--- config.mk ---
export PLATFORM = sky130hd
export DESIGN_NAME = hpep_ctrl
export DESIGN_NICKNAME = d
export VERILOG_FILES = /design/src/hpep_pkg.sv /design/src/hpep_ctrl.sv
export SDC_FILE = /design/constraint.sdc
export NUM_CORES = 1
export LEC_CHECK = 0
export ABC_AREA = 1
export BUFFER_PORTS_ARGS = -buffer_cell sky130_fd_sc_hd__buf_2
export CORE_UTILIZATION = 25
export DETAILED_ROUTE_END_ITERATION = 10
export GPL_TIMING_DRIVEN = 0
export PLACE_DENSITY = 0.41
export SLEW_MARGIN = 20
export SYNTH_ARGS = -nofsm -noshare
export SYNTH_HDL_FRONTEND = slang
export SYNTH_SLANG_ARGS = --single-unit
--- constraint.sdc ---
create_clock -name CLK_IN -period 3 [get_ports CLK_IN]
set_input_delay 0.15 -clock CLK_IN [delete_from_list [all_inputs] [get_ports CLK_IN]]
set_output_delay 0.15 -clock CLK_IN [all_outputs]
set_load 0.05 [all_outputs]
--- src/hpep_pkg.sv ---
// Constants and types for the host packet and event port controller
// Operation
// - Frame packets with start 0x01, end 0x17
// - Gain packet: Q, low nibble, high nibble, sense
// - Offset: sign, hours tens, hours units
// - Bank select 0x00 time, 0x01 control
// - Event sets status bit 0; write 0x01 clears
// - After packet write 0x81 to handshake
// - Poll handshake bit 0 before next packet
// - PPS sets status bit 3; write 0x08 clears
// - Clear and await one-second flag before time set
// - Offset above 990 us: disable jam sync
// - Response pending bit 2; clear writing bit 2
package hpep_pkg;
    localparam logic [3:0] DEV_CONTROL_BANK1 = 4'h0;
    localparam logic [3:0] DEV_TIME_LATCH_REQUEST = 4'h0;
    localparam logic [3:0] DEV_EVENT_TIME_FIRST = 4'h1;
    localparam logic [3:0] DEV_LATCHED_TIME_FIRST = 4'h1;
    localparam logic [3:0] DEV_LOCKOUT_RELEASE = 4'ha;
    localparam logic [3:0] DEV_HANDSHAKE_FLAGS = 4'hb;
    localparam logic [3:0] DEV_INTERRUPT_FLAGS = 4'hd;
    localparam logic [3:0] DEV_COMMAND_QUEUE_PORT = 4'he;
    localparam logic [3:0] DEV_BANK_SELECT = 4'hf;
    localparam logic [7:0] PACKET_START_BYTE = 8'h01;
    localparam logic [7:0] PACKET_END_BYTE = 8'h17;
    localparam logic [7:0] BANK_ZERO = 8'h00;
    localparam logic [7:0] BANK_ONE = 8'h01;
    localparam logic [7:0] CTRL_EVENT_LOCKOUT = 8'h09;
    localparam logic [7:0] HS_PROCESS_CMD = 8'h81;
    localparam logic [7:0] HS_RESP_CLEAR = 8'h04;
    localparam int HS_ACK_BIT = 0;
    localparam int HS_RESP_BIT = 2;
    localparam logic [7:0] IF_EVENT_CLEAR = 8'h01;
    localparam logic [7:0] IF_PPS_CLEAR = 8'h08;
    localparam int IF_EVENT_BIT = 0;
    localparam int IF_PPS_BIT = 3;
    localparam int TIME_REG_COUNT = 8;
    localparam int EVENT_REG_COUNT = 9;
    localparam int MAX_BODY = 10;
    localparam logic [7:0] ID_GAIN = 8'h51;
    localparam logic [7:0] ID_OFFSET = 8'h52;
    localparam logic [7:0] ID_MODE = 8'h41;
    // Host-side register offsets of this controller
    localparam logic [3:0] C_CMD = 4'h0;
    localparam logic [3:0] C_STATUS = 4'h1;
    localparam logic [3:0] C_ARG0 = 4'h2;
    localparam logic [3:0] C_ARG1 = 4'h3;
    localparam logic [3:0] C_ARG2 = 4'h4;
    localparam logic [3:0] C_DATA0 = 4'h8;
    localparam logic [7:0] CMD_GAIN = 8'h01;
    localparam logic [7:0] CMD_OFFSET = 8'h02;
    localparam logic [7:0] CMD_MODE = 8'h03;
    localparam logic [7:0] CMD_READ_TIME = 8'h04;
    localparam logic [7:0] CMD_ARM_EVENT = 8'h05;
    localparam logic [7:0] CMD_READ_EVENT = 8'h06;
    localparam logic [7:0] CMD_CLEAR_PPS = 8'h07;
    localparam logic [7:0] CMD_CLEAR_RESP = 8'h08;
    // Bus cycle: one clock setup, three strobe, two hold
    localparam int BUS_NS = 25;
    localparam int BUS_CYCLES = (BUS_NS + 4) / 5;
    localparam int POLL_LIMIT_US = 1000;
    localparam int POLL_LIMIT_CYCLES = POLL_LIMIT_US * 200;

    typedef enum logic [8:0] {
        HPEP_IDLE = 9'h001, HPEP_BUILD = 9'h002, HPEP_WRITE = 9'h004,
        HPEP_POLL = 9'h008, HPEP_READ = 9'h010, HPEP_WAITEV = 9'h020,
        HPEP_SEQ = 9'h040, HPEP_DONE = 9'h080, HPEP_BUSOP = 9'h100
    } hpep_state_t;

    typedef struct packed {
        logic [3:0] addr;
        logic [7:0] wdata;
        logic rd;
        logic wr;
    } hpep_bus_t;

    typedef struct packed {
        hpep_state_t state;
        hpep_state_t ret;
        hpep_bus_t bus;
        logic [4:0] bus_cnt;
        logic [7:0] rbyte;
        logic [7:0] cmd;
        logic [7:0] arg0;
        logic [7:0] arg1;
        logic [7:0] arg2;
        logic [3:0] step;
        logic [3:0] plen;
        logic [17:0] poll_cnt;
        logic busy;
        logic timeout;
        logic event_seen;
        logic pps_seen;
        logic resp_seen;
        logic [7:0] rd_data;
        logic [7:0] dev_d_out;
        logic dev_d_oe;
        logic dev_rd_n;
        logic dev_wr_n;
        logic [3:0] dev_a;
    } hpep_st_t;
endpackage
--- src/hpep_ctrl.sv ---
// Host controller driving the time processor's 16-byte I/O page
//
// Design decision made here: the strobed register port.
`timescale 1ns/10ps
module hpep_ctrl
    import hpep_pkg::*;
(
    input wire logic CLK_IN,
    input wire logic RSTN_IN,
    input wire logic [3:0] ADDR_IN,
    input wire logic [7:0] WDATA_IN,
    input wire logic WR_IN,
    input wire logic RD_IN,
    output logic [7:0] RDATA_OUT,
    output logic [3:0] DEV_A_OUT,
    input wire logic [7:0] DEV_D_IN,
    output logic [7:0] DEV_D_OUT,
    output logic DEV_D_OE_OUT,
    output logic DEV_RD_N_OUT,
    output logic DEV_WR_N_OUT
);
    hpep_st_t s_reg;
    hpep_st_t s_next;
    logic [7:0] d_meta_reg;
    logic [7:0] d_sync_reg;
    logic [7:0] data_reg [0:EVENT_REG_COUNT-1];
    logic data_we;
    logic [3:0] data_idx;

    function automatic logic [7:0] hex_char(input logic [3:0] n);
        hex_char = (n < 4'ha) ? (8'h30 + {4'h0, n}) : (8'h37 + {4'h0, n});
    endfunction

    // Packet byte for current step
    function automatic logic [7:0] pkt_byte(input logic [7:0] cmd, input logic [3:0] step,
                                            input logic [7:0] a0, input logic [7:0] a1,
                                            input logic [7:0] a2);
        logic [7:0] id;
        logic [7:0] b [0:3];
        id = (cmd == CMD_GAIN) ? ID_GAIN : ((cmd == CMD_OFFSET) ? ID_OFFSET : ID_MODE);
        b[0] = 8'h00;
        b[1] = 8'h00;
        b[2] = 8'h00;
        b[3] = 8'h00;
        if (cmd == CMD_GAIN) begin
            b[0] = hex_char(a0[3:0]);
            b[1] = hex_char(a0[7:4]);
            b[2] = a1[0] ? 8'h31 : 8'h30;
        end else if (cmd == CMD_OFFSET) begin
            b[0] = a1[0] ? 8'h2d : 8'h2b;
            b[1] = 8'h30 + {4'h0, a0[7:4]};
            b[2] = 8'h30 + {4'h0, a0[3:0]};
        end else begin
            b[0] = a0[0] ? 8'h31 : 8'h30;
        end
        if (step == 4'h0) begin
            pkt_byte = PACKET_START_BYTE;
        end else if (step == 4'h1) begin
            pkt_byte = id;
        end else if (step == 4'h2) begin
            pkt_byte = b[0];
        end else if (step == 4'h3) begin
            pkt_byte = b[1];
        end else if (step == 4'h4) begin
            pkt_byte = b[2];
        end else begin
            pkt_byte = b[3];
        end
    endfunction

    always_ff @(posedge CLK_IN) begin
        d_meta_reg <= DEV_D_IN;
        d_sync_reg <= d_meta_reg;
    end

    always_comb begin
        s_next = s_reg;
        data_we = 1'b0;
        data_idx = 4'h0;
        if (WR_IN && !s_reg.busy) begin
            if (ADDR_IN == C_ARG0) begin
                s_next.arg0 = WDATA_IN;
            end else if (ADDR_IN == C_ARG1) begin
                s_next.arg1 = WDATA_IN;
            end else if (ADDR_IN == C_ARG2) begin
                s_next.arg2 = WDATA_IN;
            end else if (ADDR_IN == C_CMD) begin
                s_next.cmd = WDATA_IN;
                s_next.busy = 1'b1;
                s_next.timeout = 1'b0;
                s_next.poll_cnt = '0;
                s_next.step = 4'h0;
                s_next.state = HPEP_BUILD;
            end
        end
        if (WR_IN && ADDR_IN == C_STATUS) begin
            s_next.event_seen = s_next.event_seen & ~WDATA_IN[2];
            s_next.pps_seen = s_next.pps_seen & ~WDATA_IN[3];
            s_next.resp_seen = s_next.resp_seen & ~WDATA_IN[4];
        end
        // Register read mux
        if (ADDR_IN == C_STATUS) begin
            s_next.rd_data = {3'h0, s_reg.resp_seen, s_reg.pps_seen, s_reg.event_seen,
                              s_reg.timeout, s_reg.busy};
        end else if (ADDR_IN == C_CMD) begin
            s_next.rd_data = s_reg.cmd;
        end else if (ADDR_IN >= C_DATA0) begin
            s_next.rd_data = data_reg[ADDR_IN - C_DATA0];
        end else begin
            s_next.rd_data = 8'h00;
        end
        if (!RD_IN) begin
            s_next.rd_data = s_reg.rd_data;
        end
        case (s_reg.state)
            HPEP_IDLE: begin
            end
            HPEP_BUILD: begin
                s_next.ret = HPEP_BUILD;
                s_next.state = HPEP_BUSOP;
                s_next.bus.rd = 1'b0;
                s_next.bus.wr = 1'b1;
                s_next.bus_cnt = 5'h0;
                if (s_reg.cmd == CMD_GAIN || s_reg.cmd == CMD_OFFSET ||
                    s_reg.cmd == CMD_MODE) begin
                    s_next.plen = (s_reg.cmd == CMD_MODE) ? 4'h3 : 4'h5;
                    s_next.bus.addr = DEV_COMMAND_QUEUE_PORT;
                    if (s_reg.step == s_next.plen) begin
                        s_next.bus.wdata = PACKET_END_BYTE;
                    end else if (s_reg.step > s_next.plen) begin
                        s_next.bus.addr = DEV_HANDSHAKE_FLAGS;
                        s_next.bus.wdata = HS_PROCESS_CMD;
                        s_next.ret = HPEP_POLL;
                        s_next.poll_cnt = '0;
                    end else begin
                        s_next.bus.wdata = pkt_byte(s_reg.cmd, s_reg.step, s_reg.arg0,
                                                    s_reg.arg1, s_reg.arg2);
                    end
                    s_next.step = s_reg.step + 4'h1;
                end else if (s_reg.cmd == CMD_READ_TIME || s_reg.cmd == CMD_ARM_EVENT ||
                             s_reg.cmd == CMD_READ_EVENT) begin
                    s_next.bus.addr = DEV_BANK_SELECT;
                    s_next.bus.wdata = (s_reg.cmd == CMD_READ_TIME) ? BANK_ZERO : BANK_ONE;
                    s_next.step = 4'h0;
                    s_next.ret = HPEP_SEQ;
                end else if (s_reg.cmd == CMD_CLEAR_PPS) begin
                    s_next.bus.addr = DEV_INTERRUPT_FLAGS;
                    s_next.bus.wdata = IF_PPS_CLEAR;
                    s_next.ret = HPEP_DONE;
                end else if (s_reg.cmd == CMD_CLEAR_RESP) begin
                    s_next.bus.addr = DEV_HANDSHAKE_FLAGS;
                    s_next.bus.wdata = HS_RESP_CLEAR;
                    s_next.ret = HPEP_DONE;
                end else begin
                    s_next.state = HPEP_DONE;
                end
            end
            HPEP_SEQ: begin
                s_next.state = HPEP_BUSOP;
                s_next.bus_cnt = 5'h0;
                s_next.step = s_reg.step + 4'h1;
                s_next.bus.rd = 1'b1;
                s_next.bus.wr = 1'b0;
                s_next.ret = HPEP_READ;
                if (s_reg.cmd == CMD_READ_TIME) begin
                    s_next.bus.addr = DEV_LATCHED_TIME_FIRST + s_reg.step - 4'h1;
                    if (s_reg.step == 4'h0) begin
                        s_next.bus.addr = DEV_TIME_LATCH_REQUEST;
                    end
                    if (s_reg.step == 4'(TIME_REG_COUNT + 1)) begin
                        s_next.state = HPEP_DONE;
                    end
                end else if (s_reg.cmd == CMD_ARM_EVENT) begin
                    s_next.bus.rd = 1'b0;
                    s_next.bus.wr = 1'b1;
                    s_next.ret = HPEP_SEQ;
                    if (s_reg.step == 4'h0) begin
                        s_next.bus.addr = DEV_CONTROL_BANK1;
                        s_next.bus.wdata = CTRL_EVENT_LOCKOUT;
                    end else begin
                        s_next.bus.addr = DEV_INTERRUPT_FLAGS;
                        s_next.bus.wdata = IF_EVENT_CLEAR;
                        s_next.ret = HPEP_DONE;
                    end
                end else begin
                    if (s_reg.step == 4'h0) begin
                        s_next.bus.addr = DEV_INTERRUPT_FLAGS;
                        s_next.ret = HPEP_WAITEV;
                        s_next.step = 4'h0;
                    end else if (s_reg.step <= 4'(EVENT_REG_COUNT)) begin
                        s_next.bus.addr = DEV_EVENT_TIME_FIRST + s_reg.step - 4'h1;
                    end else if (s_reg.step == 4'(EVENT_REG_COUNT + 1)) begin
                        s_next.bus.addr = DEV_LOCKOUT_RELEASE;
                    end else begin
                        s_next.bus.rd = 1'b0;
                        s_next.bus.wr = 1'b1;
                        s_next.bus.addr = DEV_INTERRUPT_FLAGS;
                        s_next.bus.wdata = IF_EVENT_CLEAR;
                        s_next.ret = HPEP_DONE;
                    end
                end
            end
            HPEP_READ: begin
                // Lockout release read is not stored
                if (s_reg.step >= 4'h2 && s_reg.step <= 4'(EVENT_REG_COUNT + 1)) begin
                    data_we = 1'b1;
                    data_idx = s_reg.step - 4'h2;
                end
                s_next.state = HPEP_SEQ;
            end
            HPEP_WAITEV: begin
                s_next.poll_cnt = s_reg.poll_cnt + 18'h1;
                if (s_reg.rbyte[IF_EVENT_BIT]) begin
                    s_next.event_seen = 1'b1;
                    s_next.step = 4'h1;
                    s_next.state = HPEP_SEQ;
                end else if (s_reg.poll_cnt >= 18'(POLL_LIMIT_CYCLES)) begin
                    s_next.timeout = 1'b1;
                    s_next.state = HPEP_DONE;
                end else begin
                    s_next.step = 4'h0;
                    s_next.state = HPEP_SEQ;
                end
                if (s_reg.rbyte[IF_PPS_BIT]) begin
                    s_next.pps_seen = 1'b1;
                end
            end
            HPEP_POLL: begin
                s_next.poll_cnt = s_reg.poll_cnt + 18'h1;
                s_next.bus.rd = 1'b1;
                s_next.bus.wr = 1'b0;
                s_next.bus.addr = DEV_HANDSHAKE_FLAGS;
                s_next.bus_cnt = 5'h0;
                s_next.ret = HPEP_POLL;
                s_next.state = HPEP_BUSOP;
                if (s_reg.poll_cnt != 18'h0 && s_reg.rbyte[HS_ACK_BIT]) begin
                    s_next.resp_seen = s_reg.resp_seen | s_reg.rbyte[HS_RESP_BIT];
                    s_next.state = HPEP_DONE;
                end else if (s_reg.poll_cnt >= 18'(POLL_LIMIT_CYCLES)) begin
                    s_next.timeout = 1'b1;
                    s_next.state = HPEP_DONE;
                end
            end
            HPEP_BUSOP: begin
                // Setup, strobe, hold phases
                s_next.bus_cnt = s_reg.bus_cnt + 5'h1;
                s_next.dev_a = s_reg.bus.addr;
                s_next.dev_d_out = s_reg.bus.wdata;
                s_next.dev_d_oe = s_reg.bus.wr;
                s_next.dev_rd_n = !(s_reg.bus.rd && s_reg.bus_cnt >= 5'h1 &&
                                   s_reg.bus_cnt < 5'(BUS_CYCLES - 1));
                s_next.dev_wr_n = !(s_reg.bus.wr && s_reg.bus_cnt >= 5'h1 &&
                                   s_reg.bus_cnt < 5'(BUS_CYCLES - 1));
                if (s_reg.bus_cnt == 5'(BUS_CYCLES - 1)) begin
                    s_next.rbyte = d_sync_reg;
                end
                if (s_reg.bus_cnt == 5'(BUS_CYCLES + 1)) begin
                    s_next.dev_d_oe = 1'b0;
                    s_next.state = s_reg.ret;
                end
            end
            HPEP_DONE: begin
                s_next.busy = 1'b0;
                s_next.state = HPEP_IDLE;
            end
            default: begin
                s_next.state = HPEP_IDLE;
            end
        endcase
        if (!RSTN_IN) begin
            s_next = '0;
            s_next.state = HPEP_IDLE;
            s_next.ret = HPEP_IDLE;
            s_next.dev_rd_n = 1'b1;
            s_next.dev_wr_n = 1'b1;
        end
    end

    always_ff @(posedge CLK_IN) begin
        s_reg <= s_next;
        if (data_we && RSTN_IN) begin
            data_reg[data_idx] <= s_reg.rbyte;
        end
    end

    assign RDATA_OUT = s_reg.rd_data;
    assign DEV_A_OUT = s_reg.dev_a;
    assign DEV_D_OUT = s_reg.dev_d_out;
    assign DEV_D_OE_OUT = s_reg.dev_d_oe;
    assign DEV_RD_N_OUT = s_reg.dev_rd_n;
    assign DEV_WR_N_OUT = s_reg.dev_wr_n;
endmodule

=== After elaboration in Yosys (flattened, before gate mapping) ===
Memory sizes are Yosys's and may differ from the RTL's.
Index checks and enable logic that the tools add are counted.

* Word-level logic and storage cells: 226
* Bits in writable memories: 72
* Memories: 1
* Input bits: 24
* Register bits after elaboration: 135

{| class="wikitable"
|+ Memory list
! memory !! depth !! width !! read ports !! clocked after memory_dff !! wr ports !! line !! RTL
|-
| data_reg || 9 || 8 || 1 || 0 || 1 || hpep_ctrl.sv:26 || <nowiki>logic [7:0] data_reg [0:EVENT_REG_COUNT-1];</nowiki>
|}

* Bitwise gates (word level): 11
* Reductions and logical operators: 31
* Multiplexer cells: 103
* Order comparisons: 10
* Eq/ne operators: 34
* Add/subtract/negate cells: 10

{| class="wikitable"
|+ Operators by type and width
! kind !! number
|-
| 20-bit two-way mux || 8
|-
| 8-bit two-way mux || 19
|-
| 9-bit two-way mux || 15
|-
| 4-bit two-way mux || 17
|-
| 9-bit one-hot mux with 7 select lines || 1
|-
| 18-bit two-way mux || 3
|-
| 10-bit two-way mux || 4
|-
| 13-bit one-hot mux with 3 select lines || 1
|-
| 18-bit one-hot mux with 2 select lines || 1
|-
| 8-bit by 3-bit equality test with 1-bit output (second input constant) || 4
|-
| 6-bit by 4-bit adder with 7-bit output (first input constant) || 4
|-
| 12-bit two-way mux || 2
|-
| 24-bit two-way mux || 1
|-
| 23-bit two-way mux || 1
|-
| 21-bit two-way mux || 1
|-
| 18-bit by 1-bit adder with 18-bit output (second input constant) || 1
|-
| 18-bit >= comparator (second input constant) || 1
|-
| 18-bit nonzero test || 1
|-
| 4-bit by 2-bit equality test with 1-bit output (second input constant) || 4
|-
| 8-bit by 2-bit equality test with 1-bit output (second input constant) || 2
|-
| 8-bit one-hot mux with 2 select lines || 1
|-
| 1-bit two-way mux || 15
|-
| 15-bit two-way mux || 1
|-
| 5-bit two-way mux || 3
|-
| other kinds (51) || 88
|}

=== Depth between registers and ports, before layout ===
Gate-level depths: netlist of run 1.

* Word-level depth: 12
* Mapped depth: 17

=== Least setup slack after synthesis of run 1 ===
OpenSTA, ideal clock, no wires.

* Path kind: register to register
* Start: reg s_reg[52] (netlist bit)
* End: mem data_reg[0][0], enable pin
* Stages on the path, launching flop included: 9
* Path buffers: 1
* Slack: 0.726 ns
* Data arrival time: 1.890 ns
* Cells stage by stage: dfxtp_1 -> buf_4 -> inv_1 -> ha_1 -> nand2_1 -> a32o_1 -> nor2_1 -> inv_1 -> nor3_1

* Longest elaborated chain between the ends: 7

{| class="wikitable"
|+ Ends and longest elaborated chain
! what !! line !! RTL
|-
| from (decl) || hpep_ctrl.sv:22 || <nowiki>hpep_st_t s_reg;</nowiki>
|-
| from (signal assigned) || hpep_ctrl.sv:280 || <nowiki>s_reg <= s_next;</nowiki>
|-
| 4-bit by 2-bit >= comparator with 1-bit output / 4-bit less-or-equal comparator (equally long branches) || hpep_ctrl.sv:205 || <nowiki>if (s_reg.step >= 4'h2 && s_reg.step <= 4'(EVENT_REG_COUNT + 1)) begin</nowiki>
|-
| 1-bit logical AND || hpep_ctrl.sv:205 ||
|-
| 1-bit two-way mux || hpep_ctrl.sv:205 ||
|-
| 1-bit two-way mux || hpep_ctrl.sv:115 || <nowiki>case (s_reg.state)</nowiki>
|-
| 1-bit logical AND || hpep_ctrl.sv:281 || <nowiki>if (data_we && RSTN_IN) begin</nowiki>
|-
| 1-bit two-way mux || hpep_ctrl.sv:281 ||
|-
| 1-bit two-way mux (not written as such) || hpep_ctrl.sv:282 || <nowiki>data_reg[data_idx] <= s_reg.rbyte;</nowiki>
|-
| to (decl) || hpep_ctrl.sv:26 ||
|}

Several ways; a longest one is shown, not always the timed one.

=== Worst setup path in the final report of run 1 ===
* Start: reg s_reg[52] (netlist bit)
* End: mem data_reg[4][4], enable pin

The elaborated chain is that of the path after synthesis.

==> summary.txt, run 1 <==
Outcome
  • Status: finished, final reports clean

Clock network
  • CTS max path bufs: 2
  • Clk Tree Root Cell: clkbuf_16
  • Clock net sink count: 190
  • Worst-skew pair later-pin latency: 0.45 ns
  • CTS tree: built
  • Num CTS Buffers: 17
  • Clk slew on worst S/H paths: roughly 0.07 ns
  • H-tree depth reported by CTS: 4

Logic synthesis
  • Asr flop ratio synth: 0%
  • Synth Area in Simple Gates: 24.7%
  • Syn Nets: 1138
  • Largest family of logic cells by synthesized area: simple AND/OR/NAND/NOR gates
  • Post-Synthesis Cells: 1096
  • Synth Register Bits: between 150 and 200
  • Dominant cell type by area after synthesis: dfxtp_1
  • Post-Syn Area: about 9000 um^2
  • Synth cell types: 57
  • Post-Synth XOR/XNOR Area: 0.585%
  • Compound-Gate Fraction of Synth Area: 14.3%
  • Mux contribution to synthesized area: 0%
  • Synth Area in Adders: under 10%
  • Synth warn: 0
  • Top cells by area, synth: dfxtp_1 (28%), edfxtp_1 (21%), nand2_1 (9.4%)
  • Sequential fraction of the synthesis area: 49.5%
  • Yosys top cell area share: 28.1%
  • Mapped Avg Cell Area: ~8.2 um^2
  • Synth Flop Type: dfxtp_1
  • Synth top cells by count: nand2_1 (224), dfxtp_1 (126), inv_1 (106)
  • Count leader, synth: nand2_1
  • Number of synthesized flops with an enable pin: 64

Timing
  • Final worst slack: 0.191 ns
  • Hold Fails Final Rpt: 0
  • Final min period: 2.81 ns
  • Final Cycle Share: between 90% and 100%
  • Final Max Tran Viols: 0
  • Slew @ Worst Pin: 0.995 ns
  • Peak Freq: between 300 and 400 MHz
  • RSZ-0062 raised after global routing: false
  • Max transition margin: 33.4%
  • Worst-case clock skew: 0.0136 ns
  • Final setup violation count: 0

Global route
  • GRT Resource Usage Total: between 15 and 20%
  • First-pass GRT wire length: 42700 um
  • Initial antenna violation count: 0
  • Overflow after GRT: 0
  • Largest net degree at the start of global routing: 19
  • Vias in the first global route: 7378

Floorplan
  • Std-Cell Rows: 69
  • Die width: 192 um
  • Starting Density: about a quarter
  • IO Pins: 47
  • Die ar.: 36700 um^2
  • Core area: 35500 um^2
  • Chip height: approximately 190 um

Layout
  • Fillers: between 3000 and 4000
  • Layout area overhead: 16.8%
  • Final nets: ~1200
  • Share of post-route cells with drive strength above 1: 13.7%
  • Max reg flops: 87
  • Final Cell Area: 10500 um^2
  • Antenna cells: 0

Worst setup path
  • Crit path max-delay family: simple AND/OR/NAND/NOR gates
  • Nature of the critical path endpoint: flip-flop
  • Data arrival, critical path: between 2 and 3 ns
  • Max incr delay on CP: 0.81 ns
  • CP max FO: 8
  • Critical Path RT: between 3 and 4 ns
  • Most used cell, CP: nor2_1
  • Critical Path Start Type: flip-flop
  • CP Class: reg -> reg
  • Cell breakdown of the critical path: buf_4 -> inv_1 -> ha_1 -> nand2_1 -> a32o_1 -> nor2_1 -> nand3_1 -> nor2_1
  • Buffers & Inverters on Critical Path: 2
  • Critical-path top delay cell: nor2_1

Placement
  • GPL Wtd Cong: a little under 0.9
  • Dpl hpwl: 19800 um
  • Placed Area: 9780 um^2
  • Pre-CTS WS: 0.0116 ns
  • I/O Buffers: 43

Route
  • Residual DRC: 0
  • Via/cell ratio: 4.60
  • Met2 WL post-DR: 12100 um
  • DR WL met3: 920 um
  • Drt wl/cell: 16.3 um
  • Uppermost layer routed: met4
  • DR iter-0 viols: between 400 and 500
  • Metal1 wirelength: 13500 um
  • Drt pass-1 iters: 5
  • Post-Route WL: about 27000 um
  • Routed via count: 7548
  • Final ANT Viol Nets: 0

Hold path
  • Worst hold-check path type: in -> reg

Pwr
  • Worst vdd ir: 0.000339 V
  • Reported leakage power: 4.12 nW
  • Cell Pwr Density: 501 nW/um^2

Job
  • # Max-Cap Violations: 0
==> placed cells by master (no fill, tap or decap), types with 4 or more instances in the layout <==
cell type,count
nor2_4,6
nand2_2,8
clkbuf_16,18
o21ai_0,76
clkbuf_1,20
ha_1,18
o211ai_1,11
o21ai_1,10
a21oi_1,80
nand4_1,23
a31oi_1,7
a211oi_1,8
nand3_4,4
a22oi_1,16
inv_8,4
dlygate4sd3_1,9
edfxtp_1,64
xor2_1,4
nor3_2,5
inv_2,12
buf_2,51
nor3_1,26
nor2_1,97
buf_4,21
nor2_2,12
dfxtp_1,126
nand2_1,224
inv_1,106
nand3_1,65
==> per-layer routing <==
layer  GRT usage, %  vias to the layer above
met5              0                        -
met4           3.82                        0
met3           2.40                       19
met2           24.2                      150
met1           21.7                     3549
li1               -                     3830
==> per-stage QoR <==
step	setup TNS, ns	hold WS, ns	total power, mW	utilization (%)	instances
after floorplan	0	0.178	2.88	-	1096
after global placement	-0.307	0.258	2.97	27.6	1600
after detailed placement	0	0.257	2.97	27.6	1600
after CTS	0	0.00840	5.33	29.5	1641
after global routing	0	0.0346	5.45	29.6	1641
final	0	0.0275	5.25	29.6	1641
==> worst reg2reg max path: stages, from the launching register on <==
cell	delay (ns)
dfxtp_1	0.33
buf_4	0.17
inv_1	0.20
ha_1	0.21
nand2_1	0.09
a32o_1	0.29
nor2_1	0.13
nand3_1	0.20
nor2_1	0.81
==> what timing repair did <==
item | in CTS | in global routing
resized for setup | 1 | 5
hold endpoints to repair | 9 | 0
hold buffers | 9 | 0
endpoints found under the setup margin | 2 | 40
setup buffers | 0 | 0
==> cell type report <==
class | count | area [um^2] | share of cell area (%)
well taps | 461 | 577 | 5.50
clock buffers | 22 | 485 | 4.63
plain buffers | 50 | 284 | 2.71
repair buffers | 52 | 305 | 2.91
flip-flops and latches | 190 | 4440 | 42.4
multi-input cells | 733 | 3800 | 36.3
inverters | 123 | 473 | 4.51
clock inverters | 10 | 118 | 1.12
==> logic make-up after synthesis <==
| group | Yosys count |
|---|---|
| AO/OA/AOI/OAI | 224 |
| XOR/XNOR | 6 |
| adder cells (fa/ha/maj) | 18 |
| buffers and inverters | 173 |
| flip-flops | 190 |
| other | 1 |
| AND/OR/NAND/NOR | 484 |
==> path summary, 6_finish.rpt <==
kind	startpoint	end	slack (ns)	cells after the start
worst min-delay path	WDATA_IN[7]	s_reg[85]	0.03	3
worst min register to register	d_meta_reg[0]	d_sync_reg[0]	0.33	0
worst max-delay path	s_reg[52]	data_reg[4][4]	0.19	8
worst max register to register	s_reg[52]	data_reg[4][4]	0.19	8
==> report_power, final <==
group / switching [mW] / internal, mW / leakage (nW)
registers: 0.0110 / 2.66 / 1.62
logic: 0.171 / 0.0727 / 2.20
clock network: 1.07 / 1.27 / 0.300
total: 1.25 / 4.01 / 4.12
(Power assumes the default switching activity.)
==> inputs of run 2 (changes only) <==
--- a/config.mk
+++ b/config.mk
@@ -5,7 +5,7 @@
 export SDC_FILE = /design/constraint.sdc
 export NUM_CORES = 1
 export LEC_CHECK = 0
-export ABC_AREA = 1
+export ABC_AREA = 0
 export BUFFER_PORTS_ARGS = -buffer_cell sky130_fd_sc_hd__buf_2
 export CORE_UTILIZATION = 25
 export DETAILED_ROUTE_END_ITERATION = 10
==> run 2 against run 1 <==
Compared with the run above:
- the run now ends with design-rule violations left
- setup slack worse by 0.19 ns
- global-route usage is 0.69 points higher
- utilization is 1.2 points higher
- register-to-register slack worse by 0.19 ns
- largest cell class unchanged
==> summary.txt, run 2 <==
Logic synthesis
  • Compound-Gate Fraction of Synth Area: 15.4%
  • Post-Synth XOR/XNOR Area: less than 1%
  • Synth Register Bits: 190
  • Number of synthesized flops with an enable pin: 64
  • Count leader, synth: dfxtp_1
  • Yosys top cell area share: 27.8%
  • Top cells by area, synth: dfxtp_1 (28%), edfxtp_1 (21%), nand2_1 (4.8%)
  • Post-Syn Area: 9060 um^2
  • Synth Area in Adders: 2.48%
  • Mapped Avg Cell Area: 9.64 um^2
  • Largest family of logic cells by synthesized area: simple AND/OR/NAND/NOR gates
  • Post-Synthesis Cells: 940
  • Mux contribution to synthesized area: under 10%
  • Synth Area in Simple Gates: 20.0%
  • Asr flop ratio synth: 0%
  • Dominant cell type by area after synthesis: dfxtp_1
  • Synth top cells by count: dfxtp_1 (126), nand2_1 (117), nor2_1 (85)
  • Sequential fraction of the synthesis area: 49.0%
  • Syn Nets: 982
  • Synth warn: 0
  • Synth cell types: 70
  • Synth Flop Type: dfxtp_1

Layout
  • Antenna cells: 0
  • Final nets: 1076
  • Share of post-route cells with drive strength above 1: 18.8%
  • Commonest non-fill, non-tap cells in the layout: dfxtp_1 (122), nand2_1 (117), nor2_1 (79)
  • Layout area overhead: 21.1%
  • Max reg flops: 87
  • Commonest non-fill, non-tap cell in the layout: dfxtp_1
  • Final Cell Area: between 10000 and 15000 um^2

Timing
  • Slew @ Worst Pin: 1.14 ns
  • Final worst slack: 0.00436 ns
  • Final Cycle Share: 99.9%
  • Max transition margin: 23.5%
  • Final setup violation count: 0
  • Worst-case clock skew: 0.0188 ns
  • Hold slack: 0.0777 ns
  • Final Max Tran Viols: 0
  • RSZ-0062 raised after global routing: true
  • Final min period: 3.00 ns
  • Hold Fails Final Rpt: 0
  • Peak Freq: 334 MHz
  • Final setup TNS: 0 ns

Placement
  • Pre-CTS WS: -0.939 ns
  • Dpl hpwl: 20400 um
  • GPL Wtd Cong: 0.854
  • Placed Area: 9900 um^2
  • I/O Buffers: 46

Route
  • Via/cell ratio: between 5 and 6
  • Residual DRC: 4
  • Final ANT Viol Nets: 0
  • Drt pass-1 iters: 8
  • Routed via count: 7580
  • Post-Route WL: 28700 um
  • Drt wl/cell: 19.1 um
  • DR iter-0 viols: 671

Clock network
  • CTS max path bufs: 2
  • Clk slew on worst S/H paths: 0.08 ns
  • H-tree depth reported by CTS: 4
  • Num CTS Buffers: 17
  • Worst-skew pair later-pin latency: 0.45 ns
  • Clk Tree Root Cell: clkbuf_16
  • CTS tree: built
  • Clock net sink count: 190

Global route
  • First-pass GRT wire length: about 44000 um
  • Largest net degree at the start of global routing: 22
  • Overflow after GRT: 0
  • GRT Resource Usage Total: approximately 16%
  • Vias in the first global route: 7281
  • Initial antenna violation count: 0

Pwr
  • Reported leakage power: ~3.9 nW
  • Power, Total: 5.25 mW
  • Worst vdd ir: 0.000316 V
  • Cell Pwr Density: between 400 and 500 nW/um^2

Floorplan
  • Die width: about 190 um
  • Std-Cell Rows: a little under 70
  • IO Pins: 47
  • Chip height: 192 um
  • Core area: 35700 um^2
  • Die ar.: 37000 um^2
  • Starting Density: 25.4%

Worst setup path
  • Critical Path RT: 3.08 ns
  • Critical Path Start Type: flip-flop
  • CP Class: reg -> reg
  • CP max FO: 10
  • Data arrival, critical path: slightly above 3 ns
  • Nature of the critical path endpoint: flip-flop

Hold path
  • Worst hold-check path type: in -> reg

Outcome
  • Violated checks: design-rule violations
  • Status: finished with violations

Job
  • # Max-Cap Violations: 0
==> run 2: cell types whose count changed after synthesis, sizes merged, moves of 22 or more <==
cell,before,now
o21ai,86,59
nand2,232,117
nor2,115,85
clkbuf,18,40
nand3,71,32
inv,120,16
==> run 2: cells by family (layout without fill, tap and decap cells) <==
group / count (synthesis) / in the layout
flops: 190 / 190
simple gates: 365 / 366
mux: 45 / 45
buf+inv: 89 / 195
compound gates: 222 / 222
fa+ha+maj: 18 / 18
other cells: 1 / 1
xor+xnor: 10 / 10
==> run 2: through the flow <==
| stage | utilization (%) | instances |
|---|---|---|
| finish | 30.8 | 1508 |
| global route | 30.8 | 1508 |
| CTS | 30.4 | 1499 |
| detailed placement | 27.8 | 1448 |
| global placement | 27.7 | 1447 |
| floorplan | - | 940 |
==> run 2: repair_timing <==
action / 4_1_cts / 5_1_grt
pin swaps: 6 / 7
hold endpoints to repair: 23 / 0
gates cloned: 0 / 1
setup buffers: 4 / 8
gates resized for setup: 35 / 12
endpoints found under the setup margin: 96 / 51
hold buffers: 16 / 0
==> run 2: path summary, 6_finish.rpt <==
path              slack (ns)           from  cells after the start        endpoint
setup / recovery       0.004      s_reg[50]                      7  data_reg[5][2]
hold / removal          0.08          RD_IN                      3    RDATA_OUT[5]
setup reg to reg       0.004      s_reg[50]                      7  data_reg[5][2]
hold reg to reg         0.33  d_meta_reg[1]                      0   d_sync_reg[1]
==> run 2: critical path, stage by stage, from the launching register on <==
cell	delay [ns]
dfxtp_1	0.38
buf_2	0.22
inv_1	0.16
ha_1	0.21
o21ai_0	0.09
a221o_1	0.36
or4_1	0.68
nor2_2	0.53
==> run 2: power breakdown <==
part | switching (mW) | total (mW) | leakage, nW | internal (mW)
Combinational | 0.168 | 0.269 | 1.97 | 0.101
Sequential | 0.0159 | 2.68 | 1.62 | 2.66
Clock | 1.18 | 2.30 | 0.291 | 1.13
Total | 1.36 | 5.25 | 3.88 | 3.89
==> run 2: final cells by class <==
class / instances / area [um^2]
buffer: 72 / 379
clock buffer: 18 / 429
clock inverter: 14 / 168
fill: 3760 / 24700
inverter: 16 / 60.1
multi-input combinational: 662 / 4390
sequential: 190 / 4450
tap: 461 / 577
timing repair buffer: 75 / 526
==> run 2: per-layer routing <==
| layer | global-route usage (%) | vias up | routed length, um |
|---|---|---|---|
| li1 | - | 3661 | - |
| met1 | 22.0 | 3691 | 13800 |
| met2 | 25.1 | 191 | 13100 |
| met3 | 2.53 | 37 | 1120 |
| met4 | 6.12 | 0 | 719 |
| met5 | 0 | - | 0 |
==> inputs of run 3 (changes only) <==
--- a/config.mk
+++ b/config.mk
@@ -10,6 +10,7 @@
 export CORE_UTILIZATION = 25
 export DETAILED_ROUTE_END_ITERATION = 10
 export GPL_TIMING_DRIVEN = 0
+export MAX_ROUTING_LAYER = met4
 export PLACE_DENSITY = 0.41
 export SLEW_MARGIN = 20
 export SYNTH_ARGS = -nofsm -noshare
==> run 3 against run 2 <==
Compared with the run above:
- the flow still finishes with violations (design-rule violations)
- flip-flop and latch count is the same
- critical path depth is the same
- first-iteration DRC count shrank 6.7%
- fmax is essentially flat
- worst hold slack lost 0.0044 ns
- clock power is essentially flat
- clock skew shrank 0.0028 ns
- register-to-register slack is essentially flat
- wire length grew 0.16%
- global-route usage grew 0.51 points
- largest cell class unchanged
==> summary.txt, run 3 (synthesis results as in run 2) <==
Outcome
  • Status: finished with violations
  • Violated checks: design-rule violations

Timing
  • Final Cycle Share: between 90% and 100%
  • Max transition margin: 24.4%
  • Slew @ Worst Pin: between 1 and 1.5 ns
  • Final Max Tran Viols: 0
  • Hold Fails Final Rpt: 0
  • Final worst slack: 0.00416 ns
  • Worst-case clock skew: 0.0161 ns
  • Hold slack: 0.0733 ns
  • Final min period: 3.00 ns
  • Peak Freq: 334 MHz
  • Final setup violation count: 0
  • RSZ-0062 raised after global routing: true
  • Final setup TNS: 0 ns

Global route
  • GRT Resource Usage Total: 16.5%
  • Initial antenna violation count: 0
  • Vias in the first global route: 7295
  • Overflow after GRT: 0
  • First-pass GRT wire length: approximately 44000 um
  • Largest net degree at the start of global routing: 22

Worst setup path
  • Critical Path Start Type: flip-flop
  • Critical-path top delay cell: or4_1
  • Nature of the critical path endpoint: flip-flop
  • Critical Path RT: 3.09 ns
  • Reg2Reg Setup Slack: 0.004 ns
  • CP max FO: 10
  • Worst R2R End: data_reg[1][2]
  • Max incr delay on CP: 0.68 ns
  • Data arrival, critical path: 3.08 ns
  • Cell breakdown of the critical path: buf_2 -> inv_1 -> ha_1 -> o21ai_0 -> a221o_1 -> or4_1 -> nor2_2
  • Worst reg2reg path depth: 7
  • CP Class: reg -> reg
  • Worst r2r src: s_reg[50]

Layout
  • Share of post-route cells with drive strength above 1: 18.7%
  • Fillers: 3763
  • Fin util: approximately 31%
  • Commonest non-fill, non-tap cells in the layout: dfxtp_1 (122), nand2_1 (117), nor2_1 (79)
  • Layout area overhead: 21.0%
  • Commonest non-fill, non-tap cell in the layout: dfxtp_1
  • Max reg flops: between 80 and 90
  • Final nets: about 1100
  • Antenna cells: 0

Floorplan
  • Die width: approximately 190 um
  • IO Pins: between 40 and 50
  • Starting Density: 25.4%
  • Std-Cell Rows: 69
  • Chip height: 192 um
  • Die ar.: 37000 um^2
  • Core area: 35700 um^2

Clock network
  • CTS max path bufs: 2
  • Clk Tree Root Cell: clkbuf_16
  • Num CTS Buffers: 17
  • Worst-skew pair later-pin latency: roughly 0.46 ns
  • Clk slew on worst S/H paths: 0.08 ns
  • H-tree depth reported by CTS: 4
  • CTS tree: built
  • Clock net sink count: 190

Route
  • Residual DRC: 4
  • Final ANT Viol Nets: 0
  • Drt wl/cell: 19.1 um
  • Post-Route WL: 28800 um
  • Routed via count: 7542
  • Drt pass-1 iters: 8
  • Via/cell ratio: 5.00
  • DR iter-0 viols: 626

Hold path
  • Worst hold-check path type: in -> reg
  • Hold EP: RDATA_OUT[5]
  • Min-Delay Path Depth: 3
  • Hold_sp: RD_IN

Placement
  • Dpl hpwl: 20400 um
  • Pre-CTS WS: -0.939 ns
  • I/O Buffers: 46
  • GPL Wtd Cong: 0.868

Job
  • # Max-Cap Violations: 0

Pwr
  • Power, Total: about 5.3 mW
  • Cell Pwr Density: 480 nW/um^2
  • Worst vdd ir: 0.000320 V
  • Reported leakage power: 3.87 nW
## run 3: routing by layer
metal  track usage (%)  wire length [um]  vias to the layer above
met1              22.1             13900                     3653
met4              6.03               742                        0
li1                  -                 -                     3668
met2              25.0             13000                      181
met5                 -                 0                        -
met3              2.75              1080                       40
## run 3: repair_timing
| item | CTS | global route |
|---|---|---|
| hold buffers | 16 | 0 |
| cloned | 0 | 1 |
| gates resized for setup | 35 | 12 |
| hold endpoints to repair | 23 | 0 |
| pin swaps | 6 | 8 |
| setup endpoints to repair | 96 | 51 |
| setup buffers | 4 | 7 |
## run 3: worst max-delay path, delay by kind of cell (launching register included)
family,cells,cell delay [ns]
simple gates,2,1.20
compound gates,2,0.45
flops,1,0.38
fa+ha+maj,1,0.20
buf+inv,2,0.38
## run 3: layout make-up
class	instances	area (um^2)	share of cell area (%)
timing repair buffer	74	518	4.72
buffer	72	379	3.46
clock inverter	14	168	1.53
inverter	16	60.1	0.548
clock buffer	18	429	3.91
tap	461	577	5.26
sequential	190	4450	40.6
multi-input combinational	662	4380	40.0
## run 3: worst max path at each step
| stage | from | endpoint | slack (ns) |
|---|---|---|---|
| after global placement | s_reg[83] | s_reg[43] | -0.91 |
| after detailed placement | s_reg[83] | s_reg[39] | -0.94 |
| after global routing | s_reg[50] | data_reg[3][0] | -0.15 |
| after floorplan | s_reg[82] | s_reg[101] | 0.03 |
| after CTS | s_reg[50] | data_reg[3][0] | -0.06 |
| final | s_reg[50] | data_reg[1][2] | 0.004 |
## run 3: stage by stage
stage / std cells / instance area, um^2
2_1_floorplan: 940 / 9070
3_3_place_gp: 1447 / 9880
3_5_place_dp: 1448 / 9900
4_1_cts: 1499 / 10800
5_1_grt: 1507 / 11000
6_report: 1507 / 11000
## run 3: report_power, final
group / internal, mW / leakage [nW] / switching, mW
Sequential: 2.66 / 1.62 / 0.0161
Combinational: 0.101 / 1.96 / 0.168
Clock: 1.13 / 0.291 / 1.18
Total: 3.89 / 3.87 / 1.37
